**src/rtl/rpbs_map.svh**
```systemverilog
// Constants for the reset pin and boot strap block
`ifndef RPBS_MAP_SVH
`define RPBS_MAP_SVH
// ========================================================================
// ========================================================================
`define RPBS_QUAL_PERIODS   7'h40
`define RPBS_PULL_PERIODS   4'hC
`define RPBS_RESET_VECTOR   16'h0000
`endif

```
**src/rtl/rpbs_pkg.sv**
```systemverilog
// Types for the reset pin and boot strap block
`default_nettype none
package rpbs_pkg;
    // Boot configuration captured at reset release
    typedef struct packed {
        logic        isp_mode;
        logic        ext_fetch;
        logic [15:0] start_addr;
    } rpbs_boot_t;

    // Pin pull-down sequencer states
    typedef enum logic [1:0] {
        RPBS_IDLE = 2'b01,
        RPBS_PULL = 2'b10
    } rpbs_state_t;
endpackage : rpbs_pkg
`default_nettype wire

```
**src/rtl/rpbs_top.sv**
```systemverilog
// Reset pin qualifier, pin pull-down and boot strap sampler
`timescale 1ns/1ns
`default_nettype none
`include "rpbs_map.svh"
module rpbs_top (
    input  wire logic         i_mclk,
    input  wire logic         i_rst_n,
    input  wire logic         i_reset_pin,
    input  wire logic         i_internal_reset,
    input  wire logic         i_low_power,
    input  wire logic         i_program_strobe_strap,
    input  wire logic         i_external_fetch_select,
    output logic              o_reset_pin_out,
    output logic              o_reset_pin_oe,
    output logic              o_port_force_n,
    output logic              o_device_reset,
    output logic              o_wake,
    output logic              o_strap_oe,
    output var rpbs_pkg::rpbs_boot_t o_boot
);
    // ====================================================================
    // Pin synchronisers
    logic       pin_s1;
    logic       pin_s2;
    logic [1:0] fet_s;
    logic [6:0] low_cnt;
    logic       qualified;
    logic [3:0] pull_cnt;
    rpbs_pkg::rpbs_state_t state;
    logic       strap_s1;
    logic       strap_s2;
    logic       in_reset;

    // Two-flop synchronisers for pins
    always_ff @(posedge i_mclk) begin
        if (!i_rst_n) begin
            pin_s1   <= 1'b1;
            pin_s2   <= 1'b1;
            strap_s1 <= 1'b1;
            strap_s2 <= 1'b1;
            fet_s    <= 2'b11;
        end else begin
            pin_s1   <= i_reset_pin;
            pin_s2   <= pin_s1;
            strap_s1 <= i_program_strobe_strap;
            strap_s2 <= strap_s1;
            fet_s    <= {fet_s[0], i_external_fetch_select};
        end
    end

    // ====================================================================
    // Low-time qualification
    always_ff @(posedge i_mclk) begin
        if (!i_rst_n) begin
            low_cnt   <= 7'h00;
            qualified <= 1'b0;
        end else if (pin_s2) begin
            low_cnt   <= 7'h00;
            qualified <= 1'b0;
        end else if (low_cnt == `RPBS_QUAL_PERIODS - 7'h01) begin
            // Sixty-fourth low cycle qualifies at once
            low_cnt   <= `RPBS_QUAL_PERIODS;  // Saturate
            qualified <= 1'b1;
        end else if (low_cnt != `RPBS_QUAL_PERIODS) begin
            low_cnt   <= low_cnt + 7'h01;
        end
    end

    assign in_reset       = qualified || (state == rpbs_pkg::RPBS_PULL);
    assign o_device_reset = in_reset;
    // Asynchronous port forcing, no clock needed
    assign o_port_force_n = i_reset_pin;
    // Wake from reduced power on pin low
    assign o_wake         = i_low_power && !pin_s2;

    // ====================================================================
    // Internal reset pull-down of the pin
    always_ff @(posedge i_mclk) begin
        if (!i_rst_n) begin
            state    <= rpbs_pkg::RPBS_IDLE;
            pull_cnt <= 4'h0;
        end else begin
            case (state)
                rpbs_pkg::RPBS_IDLE: begin
                    if (i_internal_reset) begin
                        state    <= rpbs_pkg::RPBS_PULL;
                        pull_cnt <= 4'h0;
                    end
                end
                rpbs_pkg::RPBS_PULL: begin
                    if (pull_cnt == `RPBS_PULL_PERIODS - 4'h1 &&
                        !i_internal_reset) begin
                        state <= rpbs_pkg::RPBS_IDLE;
                    end else if (pull_cnt != `RPBS_PULL_PERIODS - 4'h1) begin
                        pull_cnt <= pull_cnt + 4'h1;
                    end
                end
                default: state <= rpbs_pkg::RPBS_IDLE;
            endcase
        end
    end

    assign o_reset_pin_out = 1'b0;
    assign o_reset_pin_oe  = (state == rpbs_pkg::RPBS_PULL);
    assign o_strap_oe      = 1'b0;    // Strap pin is input only

    // ====================================================================
    // Boot strap capture while reset is applied
    always_ff @(posedge i_mclk) begin
        if (!i_rst_n) begin
            o_boot <= '0;
        end else if (in_reset) begin
            o_boot.isp_mode   <= !strap_s2;
            o_boot.ext_fetch  <= !fet_s[1];
            o_boot.start_addr <= `RPBS_RESET_VECTOR;
        end
    end

    // ====================================================================
    // Checks

    // Qualification follows exactly 64 counted low cycles
    AST_QUAL_64: assert property (@(posedge i_mclk)
        disable iff (!i_rst_n)
        $rose(qualified) |->
        $past(low_cnt) == `RPBS_QUAL_PERIODS - 7'h01)
        else $error("qualified without 64 low cycles");

    // A qualified pin keeps the device in reset
    AST_QUAL_RST: assert property (@(posedge i_mclk)
        disable iff (!i_rst_n)
        qualified |-> o_device_reset)
        else $error("qualified pin without device reset");

    // Low-time count never runs past the qualifying value
    AST_CNT_MAX: assert property (@(posedge i_mclk)
        disable iff (!i_rst_n)
        low_cnt <= `RPBS_QUAL_PERIODS)
        else $error("low count overran");

    // A high synced pin restarts the count
    AST_RESTART: assert property (@(posedge i_mclk)
        disable iff (!i_rst_n)
        pin_s2 |=> low_cnt == 7'h00 && !qualified)
        else $error("count not restarted on high pin");

    // Port forcing follows a low pin with no clock involved
    AST_PORT: assert property (@(posedge i_mclk)
        disable iff (!i_rst_n)
        !i_reset_pin |-> !o_port_force_n)
        else $error("ports not forced");

    // Ports are released while the pin is high
    AST_PORT_REL: assert property (@(posedge i_mclk)
        disable iff (!i_rst_n)
        i_reset_pin |-> o_port_force_n)
        else $error("ports forced with pin high");

    // Low pin in reduced power wakes the chip
    AST_WAKE: assert property (@(posedge i_mclk)
        disable iff (!i_rst_n)
        i_low_power && !pin_s2 |-> o_wake)
        else $error("no wake on reset pin");

    // No wake outside reduced power
    AST_NO_WAKE: assert property (@(posedge i_mclk)
        disable iff (!i_rst_n)
        !i_low_power |-> !o_wake)
        else $error("wake outside reduced power");

    // Pull lasts at least twelve periods
    AST_PULL12: assert property (@(posedge i_mclk)
        disable iff (!i_rst_n)
        $rose(o_reset_pin_oe) |-> o_reset_pin_oe [*8] ##1
        o_reset_pin_oe [*4])
        else $error("pull shorter than 12 periods");

    // Internal request starts the pull on the next edge
    AST_PULL_START: assert property (@(posedge i_mclk)
        disable iff (!i_rst_n)
        state == rpbs_pkg::RPBS_IDLE && i_internal_reset |=> o_reset_pin_oe)
        else $error("pull not started");

    // Pull stays on while the request stays high
    AST_PULL_HOLD: assert property (@(posedge i_mclk)
        disable iff (!i_rst_n)
        o_reset_pin_oe && i_internal_reset |=> o_reset_pin_oe)
        else $error("pull dropped under request");

    // Driven pin level is low and the device is in reset
    AST_PULL_LOW: assert property (@(posedge i_mclk)
        disable iff (!i_rst_n)
        o_reset_pin_oe |-> !o_reset_pin_out && o_device_reset)
        else $error("pull not low or no reset");

    // Strap pin never driven during reset
    AST_STRAP_IN: assert property (@(posedge i_mclk)
        disable iff (!i_rst_n)
        in_reset |-> !o_strap_oe)
        else $error("strap pin driven in reset");

    // Strap sampled every cycle of reset
    AST_STRAP: assert property (@(posedge i_mclk)
        disable iff (!i_rst_n)
        in_reset |=> o_boot.isp_mode == !$past(strap_s2))
        else $error("strap not sampled");

    // Boot word frozen outside reset
    AST_BOOT_HOLD: assert property (@(posedge i_mclk)
        disable iff (!i_rst_n)
        !in_reset |=> $stable(o_boot))
        else $error("boot word changed outside reset");

    // Fetch select and start address captured in reset
    AST_FETCH: assert property (@(posedge i_mclk)
        disable iff (!i_rst_n)
        in_reset |=> o_boot.ext_fetch == !$past(fet_s[1]) &&
        o_boot.start_addr == `RPBS_RESET_VECTOR)
        else $error("fetch select not applied");

    // Main scenarios
    COV_QUAL: cover property (@(posedge i_mclk) $rose(qualified));
    COV_PULL: cover property (@(posedge i_mclk) $fell(o_reset_pin_oe));
    COV_WAKE: cover property (@(posedge i_mclk) o_wake);
    COV_PULL_LONG: cover property (@(posedge i_mclk)
        o_reset_pin_oe && i_internal_reset &&
        pull_cnt == `RPBS_PULL_PERIODS - 4'h1);
    COV_ISP: cover property (@(posedge i_mclk) $rose(o_boot.isp_mode));
endmodule : rpbs_top
`default_nettype wire

```
**config.mk**
```make
export PLATFORM = sky130hd
export DESIGN_NAME = rpbs_top
export DESIGN_NICKNAME = d
export VERILOG_FILES = /design/src/rtl/rpbs_pkg.sv /design/src/rtl/rpbs_top.sv
export VERILOG_INCLUDE_DIRS = /design/src /design/src/rtl
export SDC_FILE = /design/constraint.sdc
export NUM_CORES = 1
export LEC_CHECK = 0
export ABC_AREA = 1
export BUFFER_PORTS_ARGS = -buffer_cell sky130_fd_sc_hd__buf_2
export CAP_MARGIN = 20
export CORE_MARGIN = 2
export CORE_UTILIZATION = 41
export CTS_CLUSTER_DIAMETER = 120
export CTS_CLUSTER_SIZE = 30
export DETAILED_ROUTE_END_ITERATION = 12
export PLACE_DENSITY = 0.65
export SETUP_SLACK_MARGIN = 0.5
export SLEW_MARGIN = 5
export SYNTH_ARGS = -nofsm -noshare
export SYNTH_HDL_FRONTEND = slang
export SYNTH_SLANG_ARGS = --single-unit
```
**constraint.sdc**
```tcl
create_clock -name i_mclk -period 2.3 [get_ports i_mclk]
set_input_delay 0.115 -clock i_mclk [delete_from_list [all_inputs] [get_ports i_mclk]]
set_output_delay 0.115 -clock i_mclk [all_outputs]
set_load 0.02 [all_outputs]
```
==> flow_summary.json, run 1 <==
{
  "status": "finished clean",
  "nFillCells": 261,
  "setup_viol": 0,
  "final_antenna_net_count": 0,
  "die_w_um": 54.8,
  "endpoint_kind": "flip-flop",
  "diodes": 0,
  "arrival_ns": 1.49,
  "layout_commonest_cell": "dfxtp_1",
  "p_leak_nw": 0.516,
  "start_util": 0.431,
  "numCtsBuffers": 3,
  "most-common-layout-cells": "22 x dfxtp_1, 18 x conb_1, 17 x nand2_1",
  "cp-start-kind": "flip-flop",
  "via_per_inst": 4.57,
  "synth.avg_cell_area_um2": 8.07,
  "dr.pass1.iters": 4,
  "ir_worst_vdd_uv": 451,
  "grt_pass1_wl_um": 2700,
  "gp_congestion": 0.710,
  "power.density_mw_per_mm2": 666,
  "yosys_warnings": 0,
  "io_buffers": 12,
  "tns_ns": 0,
  "tritoncts": "built",
  "cts_resized": 0,
  "ioPinCount": 31,
  "dieHeight_um": 54.8,
  "rows": 18,
  "synth_edf_count": 0,
  "hp-start": "i_rst_n",
  "seq_area_frac_synth": 0.417,
  "r2r_end": "pull_cnt[3]",
  "synth_cell_types": 24,
  "grt_pass1_vias": 698,
  "slew_violations": 0,
  "ys_dominant_reg_cell": "dfxtp_1",
  "hold_class": "in -> reg",
  "hpwl_um": 1280,
  "async_flop_share": 0,
  "routed_wl_um": 1640,
  "rsz0062_at_grt": "false",
  "drcViolationCount": 0,
  "avgRoutedWirePerCell_um": 9.24,
  "coreArea_mm2": 0.00245,
  "die-area_mm2": 0.00300,
  "area_growth_pct": 9.59,
  "syn_area_mm2": 0.00106,
  "fin_crit_ns": 1.28,
  "antenna_found_initial": 0,
  "holdPathStages": 2,
  "critPathMaxStageDelay_ns": 0.39,
  "path_clk_slew_ns": 0.13,
  "clk-insertion-delay-late_ns": 0.31,
  "clock_sinks": 22,
  "rrSetupSlack_ns": 1.02,
  "skew_ns": 0.0122,
  "nets": 159,
  "crit_slowest_cell": "dfxtp_1",
  "fmax_mhz": 782,
  "gr-total-overflow": 0,
  "multi_input_area_um2": 485,
  "timing.hold.ws_ns": 0.0385,
  "clockBufferDepth": 2,
  "hold_viol": 0,
  "crit_type": "reg -> reg",
  "drtIter0Drc": 13,
  "finalCritPeriodShare": 0.556,
  "worstRegToRegCells": 6,
  "drive_gt1_frac": 0.209,
  "syn_inst": 131,
  "regArea_um2": 440,
  "whs_endpoint": "state[0]",
  "vias": 814,
  "yosys_register_bits": 22,
  "cts.htree.levels": 1,
  "track_usage": 0.124,
  "critical_path.cell_chain": "ha_1, nand3_1, nand2_4, nand2_1, a21oi_1, nor2_1",
  "required_ns": 2.51,
  "critPathMaxFanout": 5,
  "cts_root_buf": "clkbuf_4",
  "grt_max_degree": 14,
  "drv_cap": 0,
  "r2r_start": "pull_cnt[0]"
}
==> area by class of cell <==
| class | instances | area share |
|---|---|---|
| clock buffers | 3 | 0.0194 |
| clock inverters | 1 | 0.0259 |
| inverters | 14 | 0.0454 |
| multi-input cells | 93 | 0.419 |
| flip-flops and latches | 22 | 0.380 |
| well taps | 30 | 0.0324 |
| repair buffers | 15 | 0.0778 |
==> Yosys cell counts (2+ instances only) <==
| master | instances | area [µm²] |
|---|---|---|
| dfxtp_1 | 22 | 440 |
| or2_2 | 6 | 37.5 |
| o21ai_0 | 3 | 15.0 |
| nand4_1 | 2 | 12.5 |
| a21oi_1 | 8 | 40.0 |
| nand3_1 | 9 | 45.0 |
| nor2_1 | 13 | 48.8 |
| buf_4 | 19 | 143 |
| inv_1 | 14 | 52.6 |
| ha_1 | 3 | 37.5 |
| nand3_2 | 2 | 20.0 |
| nand2_1 | 17 | 63.8 |
| nor2_2 | 2 | 12.5 |
==> stage by stage <==
| step | power [mW] | util | instance area (µm²) | setup WS, ns | std cells |
|---|---|---|---|---|---|
| 4_1_cts | 0.778 | 0.472 | 1160 | 1.01 | 178 |
| 5_1_grt | 0.801 | 0.472 | 1160 | 0.876 | 178 |
| 2_1_floorplan | 0.490 | - | 1120 | 1.18 | 148 |
| 6_report | 0.771 | 0.472 | 1160 | 1.02 | 178 |
| 3_5_place_dp | 0.482 | 0.438 | 1080 | 1.02 | 171 |
| 3_3_place_gp | 0.479 | 0.438 | 1080 | 1.08 | 171 |
==> worst max-delay path: cells and delay by family (launching register included) <==
family | cells | cell delay, ns
flip-flops | 1 | 0.39
AND/OR/NAND/NOR | 4 | 0.42
AO/OA/AOI/OAI | 1 | 0.16
adder cells (fa/ha/maj) | 1 | 0.20
==> power breakdown <==
part / switching, mW / internal [mW]
logic: 0.0557 / 0.0224
clock network: 0.118 / 0.176
registers: 0.00670 / 0.393
total: 0.180 / 0.591
==> worst max path at each step <==
stage / start / endpoint / slack (ns) / depth (start not counted)
after detailed placement: low_cnt[0] / low_cnt[1] / 1.02 / 6
after floorplan: pull_cnt[0] / pull_cnt[1] / 1.18 / 6
after global placement: pull_cnt[0] / pull_cnt[1] / 1.08 / 6
after global routing: pull_cnt[0] / pull_cnt[2] / 0.88 / 6
final: pull_cnt[0] / pull_cnt[3] / 1.02 / 6
after CTS: low_cnt[0] / low_cnt[1] / 1.01 / 6
==> logic make-up (layout without fill, tap and decap cells) <==
kind of cell / after synthesis / count (layout) / synth area share
AOI/OAI and AO/OA: 14 / 14 / 0.0757
adders and majority gates: 3 / 3 / 0.0355
and+or+nand+nor: 56 / 56 / 0.267
buffers and inverters: 33 / 33 / 0.185
other: 1 / 18 / 0.00355
DFF: 22 / 22 / 0.417
xor gates and xnor gates: 2 / 2 / 0.0166
==> registers in the layout (all words and copies together) (netlist names) <==
register / cells
state: 2
strap_s2: 1
o_boot: 2
pin_s1: 1
pull_cnt: 4
fet_s: 2
strap_s1: 1
low_cnt: 7
qualified: 1
pin_s2: 1
==> repair_timing <==
action / CTS / global route
hold buffers: 3 / 0
setup buffers: 0 / 0
hold endpoints to repair: 3 / 0
==> routing by layer <==
metal,track usage,vias to the layer above,part of all wire
met1,0.139,373,0.42
met2,0.224,24,0.52
met5,0,-,0
met4,0.0625,0,0.015
met3,0.0164,4,0.049
li1,-,413,-
No activity file was read; power rests on OpenSTA's default activity.
==> inputs of run 2 (changes only) <==
==> constraint.sdc (replaced) <==
create_clock -name i_mclk -period 1.3 [get_ports i_mclk]
set_input_delay 0.065 -clock i_mclk [delete_from_list [all_inputs] [get_ports i_mclk]]
set_output_delay 0.065 -clock i_mclk [all_outputs]
set_load 0.02 [all_outputs]
==> run 2 against run 1 <==
Net effect:
- wire length rose by 20%
- clock power rose by 78%
- sequential cell count did not move
- hold slack got worse by 0.0062 ns
- critical path depth did not move
- sequential share of layout area fell by 6.6 points
- combinational power rose by 140%
- critical endpoint is now low_cnt[0]
- final cell count rose by 7.3%
==> flow_summary.json, run 2 (same netlist as run 1, synthesis figures left out) <==
{
  "grt_pass1_wl_um": 3140,
  "drtIter0Drc": 7,
  "crit_path_start": "low_cnt[0]",
  "final_antenna_net_count": 0,
  "arrival_ns": 1.34,
  "drv_cap": 0,
  "required_ns": 1.50,
  "highest_layer": "met4",
  "finalInstanceArea_mm2": 0.00147,
  "coreArea_mm2": 0.00245,
  "gp_congestion": 0.716,
  "fmax_mhz": 883,
  "setup_viol": 0,
  "clk-insertion-delay-late_ns": 0.31,
  "io_buffers": 12,
  "dr_wl_met3_um": 85,
  "r2r_end": "low_cnt[0]",
  "path_delay_family": "simple AND/OR/NAND/NOR gates",
  "grt_max_degree": 14,
  "start_util": 0.431,
  "cp.buffers_inverters": 0,
  "critical_path.cell_chain": "ha_4, nand3_4, nor2_4, nand3_2, nand2_4, a21oi_1",
  "dp_slack_ns": 0.141,
  "ir_worst_vdd_uv": 1020,
  "ioPinCount": 31,
  "avgRoutedWirePerCell_um": 10.3,
  "rows": 18,
  "rsz0062_at_grt": "true",
  "wl_met1_um": 861,
  "via_per_inst": 4.53,
  "grt_pass1_vias": 752,
  "drive_gt1_frac": 0.484,
  "fin_ws_ns": 0.167,
  "placed_cell_area_mm2": 0.00115,
  "clockBufferDepth": 2,
  "regMostFlops": "low_cnt",
  "routed_wl_um": 1970,
  "skew_ns": 0.0136,
  "cp-start-kind": "flip-flop",
  "cts_root_buf": "clkbuf_4",
  "cts.htree.levels": 1,
  "die-area_mm2": 0.00300,
  "tns_ns": 0,
  "status": "finished clean",
  "gr-total-overflow": 0,
  "critPathMaxFanout": 4,
  "clock_sinks": 22,
  "r2r_start": "low_cnt[0]",
  "nets": 172,
  "report.power.total_mw": 1.42,
  "endpoint_kind": "flip-flop",
  "diodes": 0,
  "finalCritPeriodShare": 0.871,
  "dieHeight_um": 54.8,
  "hpwl_um": 1250,
  "largest_register_ffs": 7,
  "hold_viol": 0,
  "antenna_found_initial": 0,
  "area_growth_pct": 39.2,
  "drcViolationCount": 0,
  "power.density_mw_per_mm2": 962,
  "path_depth": 6,
  "wl_met2_um": 1010,
  "path_clk_slew_ns": 0.13,
  "numCtsBuffers": 3,
  "tritoncts": "built",
  "fin_crit_ns": 1.13,
  "slew_violations": 0,
  "vias": 865,
  "critPathMaxStageDelay_ns": 0.39,
  "worstRegToRegCells": 6,
  "track_usage": 0.147,
  "dr.pass1.iters": 4,
  "crit_type": "reg -> reg",
  "layout_commonest_cell": "conb_1",
  "hold_class": "in -> reg",
  "die_w_um": 54.8,
  "top_regs": "low_cnt x7, pull_cnt x4",
  "p_leak_nw": 0.606,
  "most-common-layout-cells": "18 x conb_1, 13 x nand2_1, 11 x nor2_1, 11 x dfxtp_1",
  "rrSetupSlack_ns": 0.17,
  "crit_slowest_cell": "dfxtp_4",
  "critPathCapture": "low_cnt[0]"
}
-- run 2: cell count changes in the layout (fill, tap and decap cells not counted), moves of 4 or more --
cell     change
dfxtp_1     -11
buf_4        +9
buf_6        +8
dfxtp_2      +8
nand3_1      -7
buf_2        -5
inv_1        -5
nand3_2      +5
inv_2        +4
nand2_1      -4
-- run 2: timing repair --
item,4_1_cts,5_1_grt
gates resized for setup,30,14
hold buffers,4,0
endpoints found under the hold margin,4,0
pin swaps,12,4
setup endpoints to repair,21,21
setup buffers,9,3
-- run 2: cell type report --
type	count	area [µm²]
clock inverters	1	30.0
flip-flops and latches	22	462
repair buffers	28	233
inverters	14	55.1
multi-input cells	93	632
fillers	212	983
clock buffers	3	22.5
well taps	30	37.5
-- run 2: layer usage --
metal  GRT usage  vias to the layer above
met5           0                        -
met1       0.168                      394
met2       0.260                       29
met3      0.0492                        2
met4      0.0375                        0
li1            -                      440
-- run 2: report_power, final --
part | internal (mW) | leakage, nW | switching (mW)
logic | 0.0677 | 0.394 | 0.117
clock network | 0.312 | 0.0279 | 0.210
registers | 0.692 | 0.184 | 0.0171
total | 1.07 | 0.606 | 0.344
-- run 2: worst register-to-register path, delay by kind of cell (launching register included) --
kind	cells	cell delay (ns)
AO/OA/AOI/OAI	1	0.05
adder cells (fa/ha/maj)	1	0.14
flip-flops	1	0.39
AND/OR/NAND/NOR	4	0.45
-- run 2: through the flow --
stage / std cells / hold WS (ns) / util
6_report: 191 / 0.0323 / 0.599
4_1_cts: 188 / 0.00821 / 0.573
5_1_grt: 191 / 0.0358 / 0.599
3_5_place_dp: 171 / 0.254 / 0.469
2_1_floorplan: 148 / 0.153 / -
3_3_place_gp: 171 / 0.252 / 0.469
-- run 2: how the worst min path moves through the flow --
stage | from | end | slack [ns] | cells after the start
3_3_place_gp | i_external_fetch_select | fet_s[0] | 0.25 | 2
6_report | i_rst_n | o_boot[17] | 0.03 | 3
5_1_grt | i_rst_n | o_boot[17] | 0.04 | 3
4_1_cts | i_rst_n | pull_cnt[1] | 0.008 | 3
2_1_floorplan | i_rst_n | state[0] | 0.15 | 1
3_5_place_dp | i_external_fetch_select | fet_s[0] | 0.25 | 2
==> inputs of run 3 (changes only) <==
--- a/config.mk
+++ b/config.mk
@@ -15,7 +15,6 @@
 export CTS_CLUSTER_SIZE = 30
 export DETAILED_ROUTE_END_ITERATION = 12
 export PLACE_DENSITY = 0.65
-export SETUP_SLACK_MARGIN = 0.5
 export SLEW_MARGIN = 5
 export SYNTH_ARGS = -nofsm -noshare
 export SYNTH_HDL_FRONTEND = slang
==> run 3 against run 2 <==
Net effect:
- clock power barely moved
- global-route usage fell by 2.3 points
- combinational power fell by 22%
- final area fell by 19%
- fmax fell by 8.4%
- wire length fell by 16%
- final cell count fell by 6.3%
- critical path depth did not move
- first-iteration DRC count rose by 43%
- critical endpoint is now pull_cnt[3]
- largest cell class unchanged
==> flow_summary.json, run 3 (same netlist as run 1, synthesis figures left out) <==
{
  "status": "finished clean",
  "r2r_start": "pull_cnt[1]",
  "critPathMaxFanout": 5,
  "ioPinCount": 31,
  "required_ns": 1.51,
  "fin_crit_ns": 1.24,
  "timing.hold.ws_ns": 0.0552,
  "area_growth_pct": 12.9,
  "path_clk_slew_ns": 0.13,
  "gr-total-overflow": 0,
  "power.density_mw_per_mm2": 1150,
  "p_leak_nw": 0.520,
  "grt_pass1_wl_um": 2700,
  "dr.pass1.iters": 4,
  "arrival_ns": 1.44,
  "skew_ns": 0.0103,
  "antenna_found_initial": 0,
  "slew_violations": 0,
  "regMostFlops": "low_cnt",
  "coreArea_mm2": 0.00245,
  "dieHeight_um": 54.8,
  "clockBufferDepth": 2,
  "cts.htree.levels": 1,
  "holdPathStages": 4,
  "hold_class": "in -> reg",
  "drive_gt1_frac": 0.248,
  "die_w_um": 54.8,
  "grt_max_degree": 14,
  "worstRegToRegCells": 6,
  "rows": 18,
  "ir_worst_vdd_uv": 782,
  "routed_wl_um": 1670,
  "hpwl_um": 1280,
  "postCtsSetupRepairBufs": 0,
  "grt_pass1_vias": 698,
  "via_per_inst": 4.45,
  "top_regs": "low_cnt x7, pull_cnt x4",
  "tns_ns": 0,
  "numCtsBuffers": 3,
  "finalCritPeriodShare": 0.951,
  "hp-start": "i_internal_reset",
  "die-area_mm2": 0.00300,
  "drtIter0Drc": 10,
  "tritoncts": "built",
  "clock_sinks": 22,
  "setup_viol": 0,
  "vias": 797,
  "whs_endpoint": "state[0]",
  "drcViolationCount": 0,
  "most-common-layout-cells": "19 x dfxtp_1, 18 x conb_1, 16 x nand2_1",
  "endpoint_kind": "flip-flop",
  "largest_register_ffs": 7,
  "io_buffers": 12,
  "rrSetupSlack_ns": 0.06,
  "gp_congestion": 0.710,
  "hold_viol": 0,
  "cp-start-kind": "flip-flop",
  "final_antenna_net_count": 0,
  "start_util": 0.431,
  "report.power.total_mw": 1.37,
  "avgRoutedWirePerCell_um": 9.31,
  "cts_root_buf": "clkbuf_4",
  "nets": 160,
  "fmax_mhz": 809,
  "drv_cap": 0,
  "r2r_end": "pull_cnt[3]",
  "diodes": 0,
  "crit_type": "reg -> reg",
  "layout_commonest_cell": "dfxtp_1",
  "track_usage": 0.124,
  "clk-insertion-delay-late_ns": 0.31
}
==> run 3: changes by cell type in the layout (fill, tap and decap cells not counted), moves of 3 or more <==
cell     before  now
dfxtp_2       8    3
ha_4          3    0
buf_4         9    0
nand3_2       7    2
inv_2         4    0
inv_1         9   14
nand3_1       2    9
dfxtp_4       3    0
nand2_1      13   16
buf_2         7   12
dfxtp_1      11   19
buf_6         8    0
==> run 3: how the worst max path moves through the flow <==
stage | endpoint | slack, ns | from | cells past startpoint
floorplan | pull_cnt[1] | 0.18 | pull_cnt[0] | 6
global placement | pull_cnt[1] | 0.08 | pull_cnt[0] | 6
detailed placement | low_cnt[1] | 0.02 | low_cnt[0] | 6
CTS | low_cnt[1] | 0.007 | low_cnt[0] | 6
global route | low_cnt[1] | -0.009 | low_cnt[1] | 6
finish | pull_cnt[3] | 0.06 | pull_cnt[1] | 6
==> run 3: power by group <==
part / total (mW) / switching, mW / leakage [nW] / internal (mW)
Sequential: 0.708 / 0.0130 / 0.181 / 0.695
Combinational: 0.144 / 0.101 / 0.311 / 0.0431
Clock: 0.519 / 0.207 / 0.0279 / 0.312
==> run 3: per-layer routing <==
layer,vias to the layer above,part of all wire,track usage
li1,414,-,-
met1,355,0.43,0.139
met2,24,0.50,0.224
met3,4,0.049,0.0164
met4,0,0.015,0.0625
met5,-,0,0
==> run 3: cell type report <==
cell class | count | area [µm²]
fillers | 256 | 1260
multi-input cells | 93 | 507
flip-flops and latches | 22 | 444
repair buffers | 16 | 100
inverters | 14 | 52.6
well taps | 30 | 37.5
clock inverters | 1 | 30.0
clock buffers | 3 | 22.5
==> run 3: worst max-delay path, stage by stage, from the launching register on <==
cell	delay, ns
dfxtp_1	0.38
ha_2	0.21
nand3_1	0.13
nand2_4	0.11
nand2_2	0.09
a21oi_1	0.15
nor2_1	0.06
==> run 3: through the flow <==
stage	utilization	cell area [µm²]	setup WS [ns]	std cells
floorplan	-	1120	0.180	148
global placement	0.438	1080	0.0834	171
detailed placement	0.438	1080	0.0224	171
CTS	0.476	1170	0.00726	179
global route	0.486	1190	-0.00871	179
finish	0.486	1190	0.0641	179
==> run 3: timing repair <==
action / CTS / global route
setup endpoints to repair: 0 / 10
hold buffers: 4 / 0
resized for setup: 0 / 8
endpoints found under the hold margin: 4 / 0
